**src/verilog/scl_pkg.sv**
```systemverilog
// constants and types shared by the lockable sense control registers
package scl_pkg;

	// ----------------------------------------------------------------
	// register bus shape
	// ----------------------------------------------------------------
	localparam int unsigned ADDR_W = 10;
	localparam int unsigned DATA_W = 32;
	localparam int unsigned BE_W = 4;
	localparam int unsigned REG_W = 8;
	localparam int unsigned IDX_W = 8;
	localparam logic WAIT_RST = 1'b1;
	localparam logic [DATA_W-1:0] RDATA_RST = 32'h0000_0000;

	// ----------------------------------------------------------------
	// register indices; byte address is four times the index
	// ----------------------------------------------------------------
	localparam logic [IDX_W-1:0] IDX_CTRL_FIVE = 8'h11;
	localparam logic [IDX_W-1:0] IDX_CTRL_SIX = 8'h12;
	localparam logic [IDX_W-1:0] IDX_STATUS = 8'h13;

	// ----------------------------------------------------------------
	// values after reset
	// ----------------------------------------------------------------
	localparam logic [REG_W-1:0] RST_CTRL_FIVE = 8'h00;
	localparam logic [REG_W-1:0] RST_CTRL_SIX = 8'h40;
	localparam logic [REG_W-1:0] RST_ZERO = 8'h00;

	// ----------------------------------------------------------------
	// field positions
	// ----------------------------------------------------------------
	localparam int unsigned BIT_DEADTIME_DIS = 7;
	localparam int unsigned BIT_UNLOCK = 5;
	localparam int unsigned SEL_MSB = 2;
	localparam int unsigned SEL_LSB = 0;
	localparam int unsigned BIT_TRIM_SRC = 6;
	localparam int unsigned BIT_GATE_OVR = 0;
	localparam int unsigned STAT_LOCKED = 0;
	localparam int unsigned STAT_BLOCKED = 1;
	localparam int unsigned STAT_CAL_AMP3 = 2;
	localparam int unsigned STAT_CAL_BEMF = 3;
	localparam int unsigned STAT_BACKEMF_SENSE_ENABLE = 4;

	// ----------------------------------------------------------------
	// monitor selector codes and one-hot route positions
	// ----------------------------------------------------------------
	typedef enum logic [2:0] {
		MON_GROUND = 3'h0,
		MON_TEMP = 3'h2,
		MON_AMP3_RES = 3'h4,
		MON_AMP1 = 3'h5,
		MON_AMP2 = 3'h6,
		MON_AMP3_DIRECT = 3'h7
	} scl_mon_code_e;

	localparam int unsigned ROUTE_W = 8;
	localparam int unsigned ROUTE_GND = 0;
	localparam int unsigned ROUTE_TEMP = 1;
	localparam int unsigned ROUTE_AMP1 = 2;
	localparam int unsigned ROUTE_AMP2 = 3;
	localparam int unsigned ROUTE_AMP3_RES = 4;
	localparam int unsigned ROUTE_AMP3_DIRECT = 5;
	localparam int unsigned ROUTE_BEMF_RES = 6;
	localparam int unsigned ROUTE_BEMF_DIRECT = 7;
	localparam logic [ROUTE_W-1:0] ROUTE_RST = 8'h01;

	// ----------------------------------------------------------------
	// calibration sequencer
	// ----------------------------------------------------------------
	typedef enum logic [1:0] {
		CAL_IDLE = 2'h0,
		CAL_AMP3 = 2'h1,
		CAL_BEMF = 2'h2
	} scl_cal_state_e;

endpackage

```
**src/verilog/scl_regbus_if.sv**
```systemverilog
// internal register access carrier between bus slave and register bank
interface scl_regbus_if;
	import scl_pkg::*;

	logic wr_strobe;
	logic [IDX_W-1:0] index;
	logic [REG_W-1:0] wdata;
	logic [REG_W-1:0] rdata;

	modport slave (
		output wr_strobe,
		output index,
		output wdata,
		input rdata
	);

	modport bank (
		input wr_strobe,
		input index,
		input wdata,
		output rdata
	);
endinterface

```
**src/verilog/scl_avmm_slave.sv**
```systemverilog
// avalon-mm slave front end with one wait state per access
module scl_avmm_slave (
	input wire logic clock,
	input wire logic reset,
	input wire logic [scl_pkg::ADDR_W-1:0] address,
	input wire logic read,
	input wire logic write,
	input wire logic [scl_pkg::DATA_W-1:0] writedata,
	input wire logic [scl_pkg::BE_W-1:0] byteenable,
	output logic [scl_pkg::DATA_W-1:0] readdata,
	output logic waitrequest,
	scl_regbus_if.slave bus
);
	import scl_pkg::*;

	// ----------------------------------------------------------------
	// decode
	// ----------------------------------------------------------------
	// registers live in byte lane 0; other lanes are ignored on write
	assign bus.index = address[ADDR_W-1:2];
	assign bus.wdata = writedata[REG_W-1:0];
	// write commits on the edge the master sees waitrequest low
	assign bus.wr_strobe = write && !waitrequest && byteenable[0];

	// ----------------------------------------------------------------
	// handshake
	// ----------------------------------------------------------------
	// held high at idle so a new request always sees one wait cycle
	always_ff @(posedge clock or posedge reset) begin
		if (reset) begin
			waitrequest <= WAIT_RST;
		end else if ((read || write) && waitrequest) begin
			waitrequest <= 1'b0;
		end else begin
			waitrequest <= 1'b1;
		end
	end

	// read data captured one cycle ahead so it is stable at completion
	always_ff @(posedge clock or posedge reset) begin
		if (reset) begin
			readdata <= RDATA_RST;
		end else if (read && waitrequest) begin
			readdata <= {{(DATA_W-REG_W){1'b0}}, bus.rdata};
		end
	end
endmodule

```
**src/verilog/scl_monitor_mux.sv**
```systemverilog
// registered decoder of the analog monitor selector
module scl_monitor_mux (
	input wire logic clock,
	input wire logic reset,
	input wire logic [2:0] select,
	input wire logic backemf_sense_enable,
	output logic [scl_pkg::ROUTE_W-1:0] route
);
	import scl_pkg::*;

	logic [ROUTE_W-1:0] next_route;

	// ----------------------------------------------------------------
	// selector decode
	// ----------------------------------------------------------------
	// codes 001 and 011 have no source: pin left fully open
	always_comb begin
		next_route = '0;
		if (select == MON_GROUND) begin
			next_route[ROUTE_GND] = 1'b1;
		end else if (select == MON_TEMP) begin
			next_route[ROUTE_TEMP] = 1'b1;
		end else if (select == MON_AMP1) begin
			next_route[ROUTE_AMP1] = 1'b1;
		end else if (select == MON_AMP2) begin
			next_route[ROUTE_AMP2] = 1'b1;
		end else if (select == MON_AMP3_RES) begin
			if (backemf_sense_enable) begin
				next_route[ROUTE_BEMF_RES] = 1'b1;
			end else begin
				next_route[ROUTE_AMP3_RES] = 1'b1;
			end
		end else if (select == MON_AMP3_DIRECT) begin
			if (backemf_sense_enable) begin
				next_route[ROUTE_BEMF_DIRECT] = 1'b1;
			end else begin
				next_route[ROUTE_AMP3_DIRECT] = 1'b1;
			end
		end
	end

	// registered so the analog switches never see decode glitches
	always_ff @(posedge clock or posedge reset) begin
		if (reset) begin
			route <= ROUTE_RST;
		end else begin
			route <= next_route;
		end
	end
endmodule

```
**src/verilog/scl_sense_ctrl.sv**
```systemverilog
// top of the lockable sense control register pair with calibration sequencing
module scl_sense_ctrl (
	input wire logic clock,
	input wire logic reset,
	input wire logic [scl_pkg::ADDR_W-1:0] address,
	input wire logic read,
	input wire logic write,
	input wire logic [scl_pkg::DATA_W-1:0] writedata,
	input wire logic [scl_pkg::BE_W-1:0] byteenable,
	output logic [scl_pkg::DATA_W-1:0] readdata,
	output logic waitrequest,
	input wire logic backemf_sense_enable,
	input wire logic amp3_calibrate_trigger,
	input wire logic cal_done_async,
	output logic adaptive_deadtime_disable,
	output logic backemf_trim_source,
	output logic gate_override_enable,
	output logic [scl_pkg::ROUTE_W-1:0] monitor_route,
	output logic amp3_cal_start,
	output logic bemf_cal_start,
	output logic amp3_cal_busy,
	output logic bemf_cal_busy
);
	import scl_pkg::*;

	// ----------------------------------------------------------------
	// declarations
	// ----------------------------------------------------------------
	scl_regbus_if bus ();

	logic [REG_W-1:0] sense_control_five;
	logic [REG_W-1:0] sense_control_six;
	logic [REG_W-1:0] status_word;
	logic blocked_write;
	scl_cal_state_e cal_state;
	scl_cal_state_e next_cal_state;
	logic done_meta;
	logic done_sync;
	logic done_last;
	logic done_rise;
	logic five_write;
	logic six_write;
	logic six_write_locked;
	logic status_write;
	logic cal_request;
	logic bemf_cal_finish;

	// ----------------------------------------------------------------
	// helpers
	// ----------------------------------------------------------------
	// shared by write decode and read mux
	function automatic logic hits(input logic [IDX_W-1:0] index, input logic [IDX_W-1:0] target);
		hits = (index == target);
	endfunction

	// ----------------------------------------------------------------
	// bus front end
	// ----------------------------------------------------------------
	scl_avmm_slave u_slave (
		.clock(clock),
		.reset(reset),
		.address(address),
		.read(read),
		.write(write),
		.writedata(writedata),
		.byteenable(byteenable),
		.readdata(readdata),
		.waitrequest(waitrequest),
		.bus(bus.slave)
	);

	// ----------------------------------------------------------------
	// write decode
	// ----------------------------------------------------------------
	assign five_write = bus.wr_strobe && hits(bus.index, IDX_CTRL_FIVE);
	assign six_write = bus.wr_strobe && hits(bus.index, IDX_CTRL_SIX)
		&& sense_control_five[BIT_UNLOCK];
	// locked writes complete normally on the bus, so no error is visible
	assign six_write_locked = bus.wr_strobe && hits(bus.index, IDX_CTRL_SIX)
		&& !sense_control_five[BIT_UNLOCK];
	assign status_write = bus.wr_strobe && hits(bus.index, IDX_STATUS);

	// ----------------------------------------------------------------
	// register five
	// ----------------------------------------------------------------
	// reserved bits are stored as written; software keeps them zero
	always_ff @(posedge clock or posedge reset) begin
		if (reset) begin
			sense_control_five <= RST_CTRL_FIVE;
		end else if (five_write) begin
			sense_control_five <= bus.wdata;
		end
	end

	// ----------------------------------------------------------------
	// register six
	// ----------------------------------------------------------------
	// calibration end beats a same-cycle software write on the trim bit,
	// so fresh calibration data is never masked by a stale write
	always_ff @(posedge clock or posedge reset) begin
		if (reset) begin
			sense_control_six <= RST_CTRL_SIX;
		end else begin
			if (six_write) begin
				sense_control_six <= bus.wdata;
			end
			if (bemf_cal_finish) begin
				sense_control_six[BIT_TRIM_SRC] <= 1'b0;
			end
		end
	end

	// ----------------------------------------------------------------
	// blocked write flag
	// ----------------------------------------------------------------
	// write one clears it; a new blocked write in that cycle still sets it
	always_ff @(posedge clock or posedge reset) begin
		if (reset) begin
			blocked_write <= 1'b0;
		end else if (six_write_locked) begin
			blocked_write <= 1'b1;
		end else if (status_write && bus.wdata[STAT_BLOCKED]) begin
			blocked_write <= 1'b0;
		end
	end

	// ----------------------------------------------------------------
	// read mux
	// ----------------------------------------------------------------
	always_comb begin
		status_word = RST_ZERO;
		status_word[STAT_LOCKED] = !sense_control_five[BIT_UNLOCK];
		status_word[STAT_BLOCKED] = blocked_write;
		status_word[STAT_CAL_AMP3] = (cal_state == CAL_AMP3);
		status_word[STAT_CAL_BEMF] = (cal_state == CAL_BEMF);
		status_word[STAT_BACKEMF_SENSE_ENABLE] = backemf_sense_enable;
	end

	// unmapped indices read as zero
	always_comb begin
		if (hits(bus.index, IDX_CTRL_FIVE)) begin
			bus.rdata = sense_control_five;
		end else if (hits(bus.index, IDX_CTRL_SIX)) begin
			bus.rdata = sense_control_six;
		end else if (hits(bus.index, IDX_STATUS)) begin
			bus.rdata = status_word;
		end else begin
			bus.rdata = RST_ZERO;
		end
	end

	// ----------------------------------------------------------------
	// calibration done synchroniser
	// ----------------------------------------------------------------
	// done comes from the analog side with no relation to our clock
	always_ff @(posedge clock or posedge reset) begin
		if (reset) begin
			done_meta <= 1'b0;
			done_sync <= 1'b0;
			done_last <= 1'b0;
		end else begin
			done_meta <= cal_done_async;
			done_sync <= done_meta;
			done_last <= done_sync;
		end
	end

	assign done_rise = done_sync && !done_last;

	// ----------------------------------------------------------------
	// calibration sequencer
	// ----------------------------------------------------------------
	// a trigger while busy is dropped; one calibration runs at a time
	assign cal_request = amp3_calibrate_trigger && (cal_state == CAL_IDLE);
	assign bemf_cal_finish = (cal_state == CAL_BEMF) && done_rise;

	always_comb begin
		next_cal_state = cal_state;
		unique case (cal_state)
			CAL_IDLE: begin
				if (cal_request && backemf_sense_enable) begin
					next_cal_state = CAL_BEMF;
				end else if (cal_request) begin
					next_cal_state = CAL_AMP3;
				end
			end
			CAL_AMP3: begin
				if (done_rise) begin
					next_cal_state = CAL_IDLE;
				end
			end
			CAL_BEMF: begin
				if (done_rise) begin
					next_cal_state = CAL_IDLE;
				end
			end
			default: begin
				next_cal_state = CAL_IDLE;
			end
		endcase
	end

	always_ff @(posedge clock or posedge reset) begin
		if (reset) begin
			cal_state <= CAL_IDLE;
		end else begin
			cal_state <= next_cal_state;
		end
	end

	// ----------------------------------------------------------------
	// calibration outputs
	// ----------------------------------------------------------------
	always_ff @(posedge clock or posedge reset) begin
		if (reset) begin
			amp3_cal_start <= 1'b0;
			bemf_cal_start <= 1'b0;
		end else begin
			amp3_cal_start <= cal_request && !backemf_sense_enable;
			bemf_cal_start <= cal_request && backemf_sense_enable;
		end
	end

	always_ff @(posedge clock or posedge reset) begin
		if (reset) begin
			amp3_cal_busy <= 1'b0;
			bemf_cal_busy <= 1'b0;
		end else begin
			amp3_cal_busy <= (next_cal_state == CAL_AMP3);
			bemf_cal_busy <= (next_cal_state == CAL_BEMF);
		end
	end

	// ----------------------------------------------------------------
	// control outputs
	// ----------------------------------------------------------------
	// separate flops keep the outputs registered and one cycle behind
	always_ff @(posedge clock or posedge reset) begin
		if (reset) begin
			adaptive_deadtime_disable <= 1'b0;
			backemf_trim_source <= 1'b1;
			gate_override_enable <= 1'b0;
		end else begin
			adaptive_deadtime_disable <= sense_control_five[BIT_DEADTIME_DIS];
			backemf_trim_source <= sense_control_six[BIT_TRIM_SRC];
			gate_override_enable <= sense_control_six[BIT_GATE_OVR];
		end
	end

	// ----------------------------------------------------------------
	// analog monitor routing
	// ----------------------------------------------------------------
	scl_monitor_mux u_monitor (
		.clock(clock),
		.reset(reset),
		.select(sense_control_five[SEL_MSB:SEL_LSB]),
		.backemf_sense_enable(backemf_sense_enable),
		.route(monitor_route)
	);
endmodule

```
**config.mk**
```make
export PLATFORM = sky130hd
export DESIGN_NAME = scl_sense_ctrl
export DESIGN_NICKNAME = d
export VERILOG_FILES = /design/src/verilog/scl_pkg.sv /design/src/verilog/scl_regbus_if.sv /design/src/verilog/scl_avmm_slave.sv /design/src/verilog/scl_monitor_mux.sv /design/src/verilog/scl_sense_ctrl.sv
export SDC_FILE = /design/constraint.sdc
export NUM_CORES = 1
export LEC_CHECK = 0
export BUFFER_PORTS_ARGS = -buffer_cell sky130_fd_sc_hd__buf_4
export CORE_MARGIN = 10
export CORE_UTILIZATION = 47
export DETAILED_ROUTE_END_ITERATION = 12
export PLACE_DENSITY = 0.79
export REMOVE_ABC_BUFFERS = 1
export SLEW_MARGIN = 10
export SYNTH_ARGS = -nofsm -noshare
export SYNTH_HDL_FRONTEND = slang
export SYNTH_HIERARCHICAL = 1
export SYNTH_SLANG_ARGS = --single-unit
```
**constraint.sdc**
```tcl
create_clock -name clock -period 2.4 [get_ports clock]
set_input_delay 0.24 -clock clock [delete_from_list [all_inputs] [get_ports clock]]
set_output_delay 0.24 -clock clock [all_outputs]
set_load 0.01 [all_outputs]
```
### Word level (Yosys, flattened, before mapping)

Index checks and enable logic that the tools add are counted.
W data, S select, Z words.

* equality and inequality tests: 12
* reduce and logical (&&, ||, !) cells: 25
* mux-type cells: 28

Operators by type and width (number)
* $eq A8 B5 Y1 const B: 3
* $mux W1: 16
* $mux W8: 2
* $logic_and A1 B1 Y1: 15
* $mux W7: 2
* $eq A3 B3 Y1 const B: 4
* $mux W5: 2
* $mux W2: 3
* $mux W6: 1
* $eq A2 B1 Y1 const B: 2
* $eq A2 B2 Y1 const B: 2
* $logic_not A1 Y1: 4
* $mux W4: 1
* $pmux W2 S2: 1
* $reduce_bool A2 Y1: 2
* $eq A3 B2 Y1 const B: 1
* $logic_not A3 Y1: 1
* $logic_not A2 Y1: 1
* $reduce_or A2 Y1: 1
* $logic_or A1 B1 Y1: 1

* bits in registers: 46

### Longest topological paths before layout

Gate-level depths: netlist of run 1.

* depth after elaboration: 7
* depth in mapped cells: 7
* mapped depth without buffers: 6

### Cells and area by module

Netlist of run 1, hierarchy kept.

Modules (own cells, without submodules)
* scl_sense_ctrl: sequential area each 728.2 um^2, cells an instance 114, times used 1, area each 1368.8 um^2
* scl_avmm_slave: sequential area each 226.5 um^2, cells an instance 63, times used 1, area each 648.1 um^2
* scl_monitor_mux: sequential area each 201.4 um^2, cells an instance 17, times used 1, area each 285.3 um^2

### Worst setup path before layout of run 1

No wires, ideal clock.

* path kind: flip-flop to flip-flop
* from: register cal_state[0]
* to: register bemf_cal_busy
* data arrival time: 1667 ps
* data required time: 2323 ps
* library setup time: 77 ps
* cell stages (with the launch flop): 6
* period minus slack after synthesis: 1745 ps
* setup slack: 655 ps
* buffers on the path: 0
* cells stage by stage: dfrtp_1 -> inv_1 -> ha_1 -> and2_1 -> or4b_2 -> a21oi_1

* word-level cells in the longest chain between the ends: 6
* elaborated cells between the ends (all ways): 11
* classes of those cells: eq/ne: 3; mux: 4; reduce/logical: 4

RTL lines
* start, declared: line scl_sense_ctrl.sv:35 `scl_cal_state_e cal_state;`
* start signal, assigned: line scl_sense_ctrl.sv:207 `cal_state <= next_cal_state;`
* $logic_not A2 Y1: line scl_sense_ctrl.sv:174, scl_sense_ctrl.sv:179
* $logic_and A1 B1 Y1: line scl_sense_ctrl.sv:174 `assign cal_request = amp3_calibrate_trigger && (cal_state == CAL_IDLE);`
* $mux W2 / $logic_and A1 B1 Y1 (equally long branches): line scl_sense_ctrl.sv:183, scl_sense_ctrl.sv:181
* $mux W2: line scl_sense_ctrl.sv:181 `if (cal_request && backemf_sense_enable) begin`
* $pmux W2 S2 *: line scl_sense_ctrl.sv:179 `unique case (cal_state)`
* $eq A2 B2 Y1 *: line scl_sense_ctrl.sv:230 `bemf_cal_busy <= (next_cal_state == CAL_BEMF);`
* end signal, assigned: line scl_sense_ctrl.sv:230
* end, declared: line scl_sense_ctrl.sv:22 `output logic bemf_cal_busy`

Mark *: on every way between the ends. The rest lies on a longest branch, timed or not.
A chain may end at the register's enable or synchronous reset.

### Worst setup path in the final report of run 1

Ends and elaborated chain as after synthesis.

==> metrics.md, run 1 <==
| Metric | Value |
|---|---|
| Setup repair after global routing missed its margin | `no` |
| Core Rows | `25` |
| Fraction of final layout cells with drive strength greater than 1 | `around two fifths` |
| Worst-skew pair later-pin latency | `roughly 0.29 ns` |
| Share of the yosys chip area belonging to registers | `approximately half` |
| EDFF count, synth | `0` |
| Timing-limited maximum frequency | `around 530 MHz` |
| Cell taking the most area after synthesis | `sky130_fd_sc_hd__dfrtp_1` |
| Power per cell area | `between 600 and 700 nW/µm²` |
| Flip-flop and latch count after synthesis | `46` |
| Die Area | `around 8100 µm²` |
| Routability-driven placement congestion ratio | `0.789` |
| Syn. warnings | `6` |
| Source of the worst register-to-register timing path | `cal_state[0]` |
| Layout Area Growth over Synthesis | `13.8%` |
| Number of setup violations in the final report | `0` |
| Critical path type | `reg2reg` |
| Global-route met1 utilization | `around an eighth` |
| Capturing element type of the critical path | `flip-flop` |
| Number of hold-slack violations in the final timing report | `0` |
| Wirelength, routed | `~4400 µm` |
| Cells taking the most area after synthesis | `sky130_fd_sc_hd__dfrtp_1 46%, sky130_fd_sc_hd__buf_4 13%, sky130_fd_sc_hd__mux2_2 13%` |
| Core ar. | `~4700 µm²` |
| Height of the die | `~90 µm` |
| CTS tree | `done` |
| Setup TNS | `0 ns` |
| Maximum number of pins on one net before global-route repair | `30` |
| Fill cells | `between 300 and 400` |
| Type of the most critical hold path | `in2reg` |
| Wirelength per Cell | `14.6 µm` |
| Post-synthesis instance area | `approximately 2300 µm²` |
| Worst hold start | `cal_done_async` |
| First-pass GRT wire length | `7160 µm` |
| Initial cell density of the core | `48.7%` |
| Synthesized area divided by synthesized cell count | `around 12 µm²` |
| Result of the run | `completed` |
| Final standard cell utilization of the core | `approximately 55%` |
| Most used standard cell by instance count after synthesis | `sky130_fd_sc_hd__dfrtp_1` |
| CP Launch Type | `flip-flop` |
| Required time at the endpoint of the critical path | `approximately 2.6 ns` |
| Number of cells traversed by the worst hold path | `1` |
| Number of max-slew violations in the final report | `0` |
| Clock sink count | `46` |
| Highest-utilization routing layer at the global route stage | `met2` |
| Most instantiated cells after synthesis | `42 x sky130_fd_sc_hd__dfrtp_1, 40 x sky130_fd_sc_hd__buf_4, 26 x sky130_fd_sc_hd__mux2_2` |
| GRT overflow | `0` |
| Critical-path maximum fanout | `7` |
| Vias after detailed routing | `1378` |
| Final ANT Viol Nets | `0` |
| Shortest period the worst path allows | `~1.9 ns` |
| Count of cells resized by post-cts repair | `0` |
| CTS H-tree depth | `2` |
| Number of port buffers | `47` |
| Worst reg2reg setup slack | `0.51 ns` |
| Largest clock skew in the final design | `between 0.005 and 0.006 ns` |
| Rel. slew slack | `between 60% and 70%` |
| Clock transition at path regs | `0.08 ns` |
| Data arrival time of the worst path | `2.11 ns` |
| Highest ir drop seen on vdd | `~0.32 mV` |
| Root Buffer Master | `sky130_fd_sc_hd__clkbuf_8` |
| Worst min-delay path endpoint | `done_meta` |
| Antenna violations before repair | `0` |
| Worst hold slack across all endpoints | `about 0.054 ns` |
| TritonCTS buffer count | `5` |
| Fraction of met3 tracks used by global routing | `3.91%` |
| Endpoint of the most critical register-to-register path | `bemf_cal_busy` |
| Nets | `289` |
| Number of distinct standard cells referenced by the synthesized netlist | `38` |
| Maximum root-to-sink buffer count | `2` |
| X dimension of the die | `between 80 and 90 µm` |
| Placed wire-length estimate after detailed placement | `between 3000 and 4000 µm` |
| Leakage | `roughly 1.4 nW` |
| Top cell type's share of synthesized area | `45.7%` |
| Inserted Diodes | `0` |
| Primary FF master, synth | `sky130_fd_sc_hd__dfrtp_1` |
| First-pass detailed-route iteration total | `4` |
| Number of maximum-capacitance violations | `0` |
| Iter 0 DRT Violations | `91` |
| Slew at the pin closest to its max-slew limit | `0.506 ns` |
| DR vias/cell | `between 4 and 5` |
| Met2 Resource Use GR | `approximately 17%` |
| Number of remaining DRC errors | `0` |
| Vias in the first global route | `1484` |
| Number of instances in the synthesized netlist | `194` |
| Period utilisation layout | `between 70% and 80%` |
| Proportion of register bits with asynchronous set or reset after synthesis | `100%` |
| Cells on worst reg2reg path | `5` |
| Ports placed on the boundary | `101` |
| GRT Util Overall | `between 10% and 20%` |
| # Post-CTS Setup Buffers | `0` |
| CTS Hold Buffers Added | `1` |
placed cells by master (no fill, tap or decap), types with 2 or more instances in the layout:
master	count
sky130_fd_sc_hd__nor2b_1	3
sky130_fd_sc_hd__o21ai_0	4
sky130_fd_sc_hd__clkbuf_1	3
sky130_fd_sc_hd__a22oi_1	9
sky130_fd_sc_hd__dfstp_2	4
sky130_fd_sc_hd__and3b_2	2
sky130_fd_sc_hd__dfrtp_1	42
sky130_fd_sc_hd__clkbuf_8	5
sky130_fd_sc_hd__a21oi_1	3
sky130_fd_sc_hd__nor2_1	15
sky130_fd_sc_hd__mux2_2	26
sky130_fd_sc_hd__mux2i_1	2
sky130_fd_sc_hd__buf_4	49
sky130_fd_sc_hd__inv_1	8
sky130_fd_sc_hd__ha_1	4
sky130_fd_sc_hd__nand2_1	7
sky130_fd_sc_hd__conb_1	24
state kept, by name, indices dropped and copies added, names as in the netlist:
signal,count
backemf_trim_source,1
done_meta,1
adaptive_deadtime_disable,1
done_sync,1
blocked_write,1
amp3_cal_start,1
cal_state,2
sense_control_six,8
done_last,1
u_slave/readdata,8
amp3_cal_busy,1
u_slave/waitrequest,1
sense_control_five,8
bemf_cal_start,1
gate_override_enable,1
bemf_cal_busy,1
u_monitor/route,8
routing by layer:
metal | routed length, µm | vias to the layer above
li1 | - | 678
met1 | 1890 | 640
met2 | 2090 | 50
met3 | 312 | 10
met4 | 76 | 0
met5 | 0 | -
worst max-delay path by stage:
stage                            start              endpoint  slack [ns]  cells past startpoint
after global routing      cal_state[0]         bemf_cal_busy        0.44                      5
final                     cal_state[0]         bemf_cal_busy        0.51                      5
after floorplan           cal_state[0]         bemf_cal_busy        0.66                      5
after CTS                 cal_state[0]         bemf_cal_busy        0.52                      5
after detailed placement    address[7]  sense_control_six[3]        0.49                      5
after global placement      address[7]  sense_control_six[2]        0.52                      5
critical path, stage by stage, from the launching register on:
cell and delay [ns]:
sky130_fd_sc_hd__dfrtp_1 0.46, sky130_fd_sc_hd__inv_1 0.10, sky130_fd_sc_hd__ha_1 0.31, sky130_fd_sc_hd__and2_1 0.18, sky130_fd_sc_hd__or4b_2 0.61, sky130_fd_sc_hd__a21oi_1 0.15
cell type report:
class                           instances  area, µm²  area share [%]
Multi-Input combinational cell        121        892            34.0
Tap cell                               67       83.8            3.20
Inverter                                8       30.0            1.15
Clock buffer                            8       80.1            3.06
Sequential cell                        46       1160            44.1
Timing Repair Buffer                   50        378            14.4
where the power goes:
| part | leakage, nW | internal [W] | switching [W] |
|---|---|---|---|
| sequential | 0.617 | 0.000845 | 0.0000453 |
| clock | 0.0395 | 0.000207 | 0.000233 |
| combinational | 0.699 | 0.000158 | 0.000189 |
| total | 1.36 | 0.00121 | 0.000467 |
logic make-up (layout without fill, tap and decap cells):
family,after synthesis,after routing,share of synthesized area (%)
AND/OR/NAND/NOR,45,45,13.2
buffers and inverters,50,66,14.8
flip-flops,46,46,50.2
multiplexers,28,28,13.6
adder cells (fa/ha/maj),4,4,2.17
other,1,24,0.163
AO/OA/AOI/OAI,20,20,5.92
through the flow:
stage          instances  cell area, µm²  worst slack (ns)  total power, W
2_1_floorplan        175            2080             0.655         0.00110
3_3_place_gp         291            2530             0.519         0.00124
3_5_place_dp         291            2530             0.493         0.00125
4_1_cts              300            2620             0.520         0.00169
5_1_grt              300            2620             0.440         0.00178
6_report             300            2620             0.514         0.00168
Note: power is estimated with default switching activity, not from simulation.
==> run 2, diff against run 1 <==
--- a/config.mk
+++ b/config.mk
@@ -5,11 +5,12 @@
 export SDC_FILE = /design/constraint.sdc
 export NUM_CORES = 1
 export LEC_CHECK = 0
+export ABC_AREA = 1
 export BUFFER_PORTS_ARGS = -buffer_cell sky130_fd_sc_hd__buf_4
 export CORE_MARGIN = 10
-export CORE_UTILIZATION = 47
+export CORE_UTILIZATION = 48
 export DETAILED_ROUTE_END_ITERATION = 12
-export PLACE_DENSITY = 0.79
+export PLACE_DENSITY = 0.8
 export REMOVE_ABC_BUFFERS = 1
 export SLEW_MARGIN = 10
 export SYNTH_ARGS = -nofsm -noshare
==> constraint.sdc (replaced) <==
create_clock -name clock -period 1.8 [get_ports clock]
set_input_delay 0.18 -clock clock [delete_from_list [all_inputs] [get_ports clock]]
set_output_delay 0.18 -clock clock [all_outputs]
set_load 0.01 [all_outputs]
==> metrics.md, run 2 <==
| Metric | Value |
|---|---|
| Antenna violations before repair | `0 (unchanged)` |
| Area share of and/or/nand/nor cells after synthesis | `24.0% (+11 points)` |
| Wirelength per Cell | `12.6 µm (-13%)` |
| Number of instances in the synthesized netlist | `275 (+42%)` |
| Share of the yosys chip area belonging to registers | `46.6% (-3.6 points)` |
| CTS H-tree depth | `2 (unchanged)` |
| CTS tree | `done` |
| Rel. slew slack | `63.8% (-2.4 points)` |
| Share of total power in sequential cells | `46.9% (-6.2 points)` |
| Post-synthesis instance area | `2480 µm² (+7.7%)` |
| Maximum number of pins on one net before global-route repair | `16 (-47%)` |
| Nets | `372 (+29%)` |
| Fraction of final layout cells with drive strength greater than 1 | `32.9% (-7.4 points)` |
| EDFF count, synth | `0 (unchanged)` |
| CP max stage cell | `sky130_fd_sc_hd__dfrtp_1` |
| First-pass GRT wire length | `8340 µm (+16%)` |
| Most frequent cells in the layout | `54 x sky130_fd_sc_hd__buf_4, 49 x sky130_fd_sc_hd__nand2_1, 42 x sky130_fd_sc_hd__dfrtp_1` |
| Complex-gate fraction of the synthesized area | `6.81% (+0.89 points)` |
| DR vias/cell | `4.42 (-3.8%)` |
| Cell taking the most area after synthesis | `sky130_fd_sc_hd__dfrtp_1` |
| Power spent charging and discharging nets | `0.000593 W (+27%)` |
| Capturing element type of the critical path | `flip-flop` |
| Highest ir drop seen on vdd | `0.428 mV (+35%)` |
| Timing-limited maximum frequency | `722 MHz (+36%)` |
| Inserted Diodes | `0 (unchanged)` |
| Number of remaining DRC errors | `0 (unchanged)` |
| Worst-skew pair later-pin latency | `0.31 ns (+0.02 ns)` |
| Routability-driven placement congestion ratio | `0.893 (+13%)` |
| X dimension of the die | `91.9 µm (+2.1%)` |
| Most common cell after layout, fill and taps aside | `sky130_fd_sc_hd__buf_4` |
| Most instantiated cells after synthesis | `49 x sky130_fd_sc_hd__nand2_1, 42 x sky130_fd_sc_hd__dfrtp_1, 41 x sky130_fd_sc_hd__buf_4` |
| Number of max-slew violations in the final report | `0 (unchanged)` |
| Clock transition at path regs | `0.08 ns (about the same)` |
| Share of synthesized cell area in full adder, half adder and majority cells | `2.02% (-0.15 points)` |
| Setup TNS | `0 ns (unchanged)` |
| Number of maximum-capacitance violations | `0 (unchanged)` |
| Cells taking the most area after synthesis | `sky130_fd_sc_hd__dfrtp_1 42%, sky130_fd_sc_hd__buf_4 12%, sky130_fd_sc_hd__nand2_1 7.4%` |
| GRT Util Overall | `12.0% (+1.3 points)` |
| Most used standard cell by instance count after synthesis | `sky130_fd_sc_hd__nand2_1` |
| Critical-path maximum fanout | `3 (-4)` |
| Number of setup violations in the final report | `0 (unchanged)` |
| Flip-flop and latch count after synthesis | `46 (unchanged)` |
| Iter 0 DRT Violations | `89 (-2.2%)` |
| Sequence of cells on the critical path | `inv_1 > ha_1 > inv_1 > nor2_1 > a21oi_1 > o21ai_0 > nand2_1 > nor2_1` |
| Period utilisation layout | `76.9% (-1.6 points)` |
| TritonCTS buffer count | `5 (unchanged)` |
| Switching power share of the total | `25.0% (-2.9 points)` |
| Slew at the pin closest to its max-slew limit | `0.543 ns (+0.0371 ns)` |
| Delay contributed by the slowest stage of the critical path | `0.41 ns (-0.20 ns)` |
| Internal power consumption | `0.00178 W (+47%)` |
| Power per cell area | `834 nW/µm² (+30%)` |
| Share of synthesized area spent on multiplexers | `0% (-14 points)` |
| Min setup slack post-route | `0.415 ns (-0.0990 ns)` |
| Clock power frac | `38.0% (+12 points)` |
| Number of distinct standard cells referenced by the synthesized netlist | `28 (-26%)` |
| Largest clock skew in the final design | `0.0160 ns (+0.0103 ns)` |
| Maximum root-to-sink buffer count | `2 (unchanged)` |
| Primary FF master, synth | `sky130_fd_sc_hd__dfrtp_1` |
| Number of hold-slack violations in the final timing report | `0 (unchanged)` |
| Critical path type | `reg2reg` |
| Result of the run | `completed` |
| Initial cell density of the core | `49.2% (+0.41 points)` |
| Number of port buffers | `47 (unchanged)` |
| Count of cells resized by post-cts repair | `0 (unchanged)` |
| Vias in the first global route | `1827 (+23%)` |
| Post-route non-filler standard cell count | `386 (+29%)` |
| Proportion of register bits with asynchronous set or reset after synthesis | `100% (unchanged)` |
| Placed wire-length estimate after detailed placement | `3960 µm (+17%)` |
| Shortest period the worst path allows | `1.38 ns (-0.501 ns)` |
| Data arrival time of the worst path | `1.62 ns (-0.49 ns)` |
| Wirelength, routed | `4880 µm (+12%)` |
| Top cell type's share of synthesized area | `42.4% (-3.2 points)` |
| Leakage | `1.57 nW (+16%)` |
| Synth Area in XOR/XNOR | `0% (unchanged)` |
| Vias after detailed routing | `1706 (+24%)` |
| Root Buffer Master | `sky130_fd_sc_hd__clkbuf_8` |
| Logic pwr share | `15.1% (-5.5 points)` |
| Ports placed on the boundary | `101 (unchanged)` |
| Number of placed instances with taps included | `376 (+29%)` |
| GRT overflow | `0 (unchanged)` |
| Required time at the endpoint of the critical path | `2.03 ns (-0.59 ns)` |
| CP Launch Type | `flip-flop` |
| Setup repair after global routing missed its margin | `no` |
| Final ANT Viol Nets | `0 (unchanged)` |
| Syn. warnings | `6 (unchanged)` |
| Height of the die | `91.9 µm (+2.1%)` |
| Largest family of logic cells by synthesized area | `simple AND/OR/NAND/NOR gates` |
| Clock sink count | `46 (unchanged)` |
| Core Rows | `26 (+4.0%)` |
| Synthesized area divided by synthesized cell count | `9.01 µm² (-24%)` |
| Core ar. | `5040 µm² (+6.8%)` |
| Layout Area Growth over Synthesis | `14.9%` |
| Die Area | `8440 µm² (+4.2%)` |
| First-pass detailed-route iteration total | `4 (unchanged)` |
| Pre-CTS setup slack | `0.393 ns (-0.100 ns)` |
| Type of the most critical hold path | `in2reg` |
-- run 2: cell types whose count changed in the layout (fill, tap and decap cells not counted), sizes merged, moves of 3 or more --
cell,before,now
a22oi,9,0
buf,49,54
clkbuf,8,5
inv,8,37
mux2,26,0
nand2,8,56
nand3,1,22
nor2,15,28
nor2b,3,0
nor3,1,8
o21ai,4,20
-- run 2: layout make-up --
class	instances	area, µm²
clock buffers	5	68.8
clock inverters	3	68.8
fillers	469	2190
inverters	37	139
multi-input cells	169	903
flip-flops and latches	46	1160
well taps	70	87.6
repair buffers	56	425
-- run 2: what timing repair did --
item,in CTS,in global routing
hold buffers,2,0
hold endpoints to repair,26,0
setup endpoints to repair,0,0
setup buffers,0,0
-- run 2: layer usage --
metal | vias up | track usage, % | wire length [µm]
li1 | 865 | - | -
met1 | 790 | 13.0 | 2010
met2 | 43 | 20.8 | 2430
met3 | 8 | 5.13 | 373
met4 | 0 | 3.86 | 61
met5 | - | 0 | 0
-- run 2: final timing paths --
path | end | from | cells after the start | slack (ns)
worst min register to register | done_sync | done_meta | 0 | 0.35
worst min-delay path | u_slave/waitrequest | write | 2 | 0.03
worst max register to register | bemf_cal_busy | cal_state[0] | 8 | 0.42
max in group asynchronous | sense_control_six[6] | reset | 4 | 0.73
worst max-delay path | bemf_cal_busy | cal_state[0] | 8 | 0.42
min in group asynchronous | u_monitor/route[2] | reset | 3 | 0.40
-- run 2: per-stage QoR --
stage / hold slack (ns) / util (%) / total power (W) / instance area (µm²)
final: 0.0343 / 56.5 / 0.00238 / 2850
after global routing: 0.0379 / 56.5 / 0.00249 / 2850
after CTS: 0.0250 / 56.5 / 0.00239 / 2850
after detailed placement: 0.162 / 53.4 / 0.00149 / 2690
after global placement: 0.150 / 53.4 / 0.00148 / 2690
after floorplan: -0.00506 / - / 0.00134 / 2200
-- run 2: power groups by stage --
stage / logic (W) / clock network [W] / registers [W]
floorplan: 0.000192 / 0 / 0.00115
global placement: 0.000346 / 0 / 0.00113
detailed placement: 0.000358 / 0 / 0.00113
CTS: 0.000363 / 0.000916 / 0.00111
global route: 0.000412 / 0.000962 / 0.00112
finish: 0.000358 / 0.000903 / 0.00111
-- run 2: logic make-up (layout without fill, tap and decap cells) --
group	Yosys count	after routing
simple gates	119	119
buf+inv	83	101
fa+ha+maj	4	4
other cells	1	24
compound gates	22	22
flops	46	46
-- run 2: critical path, delay by kind of cell, from the launching register on --
family | cells | cell delay [ns]
flops | 1 | 0.41
simple gates | 3 | 0.28
compound gates | 2 | 0.28
fa+ha+maj | 1 | 0.19
buf+inv | 2 | 0.16
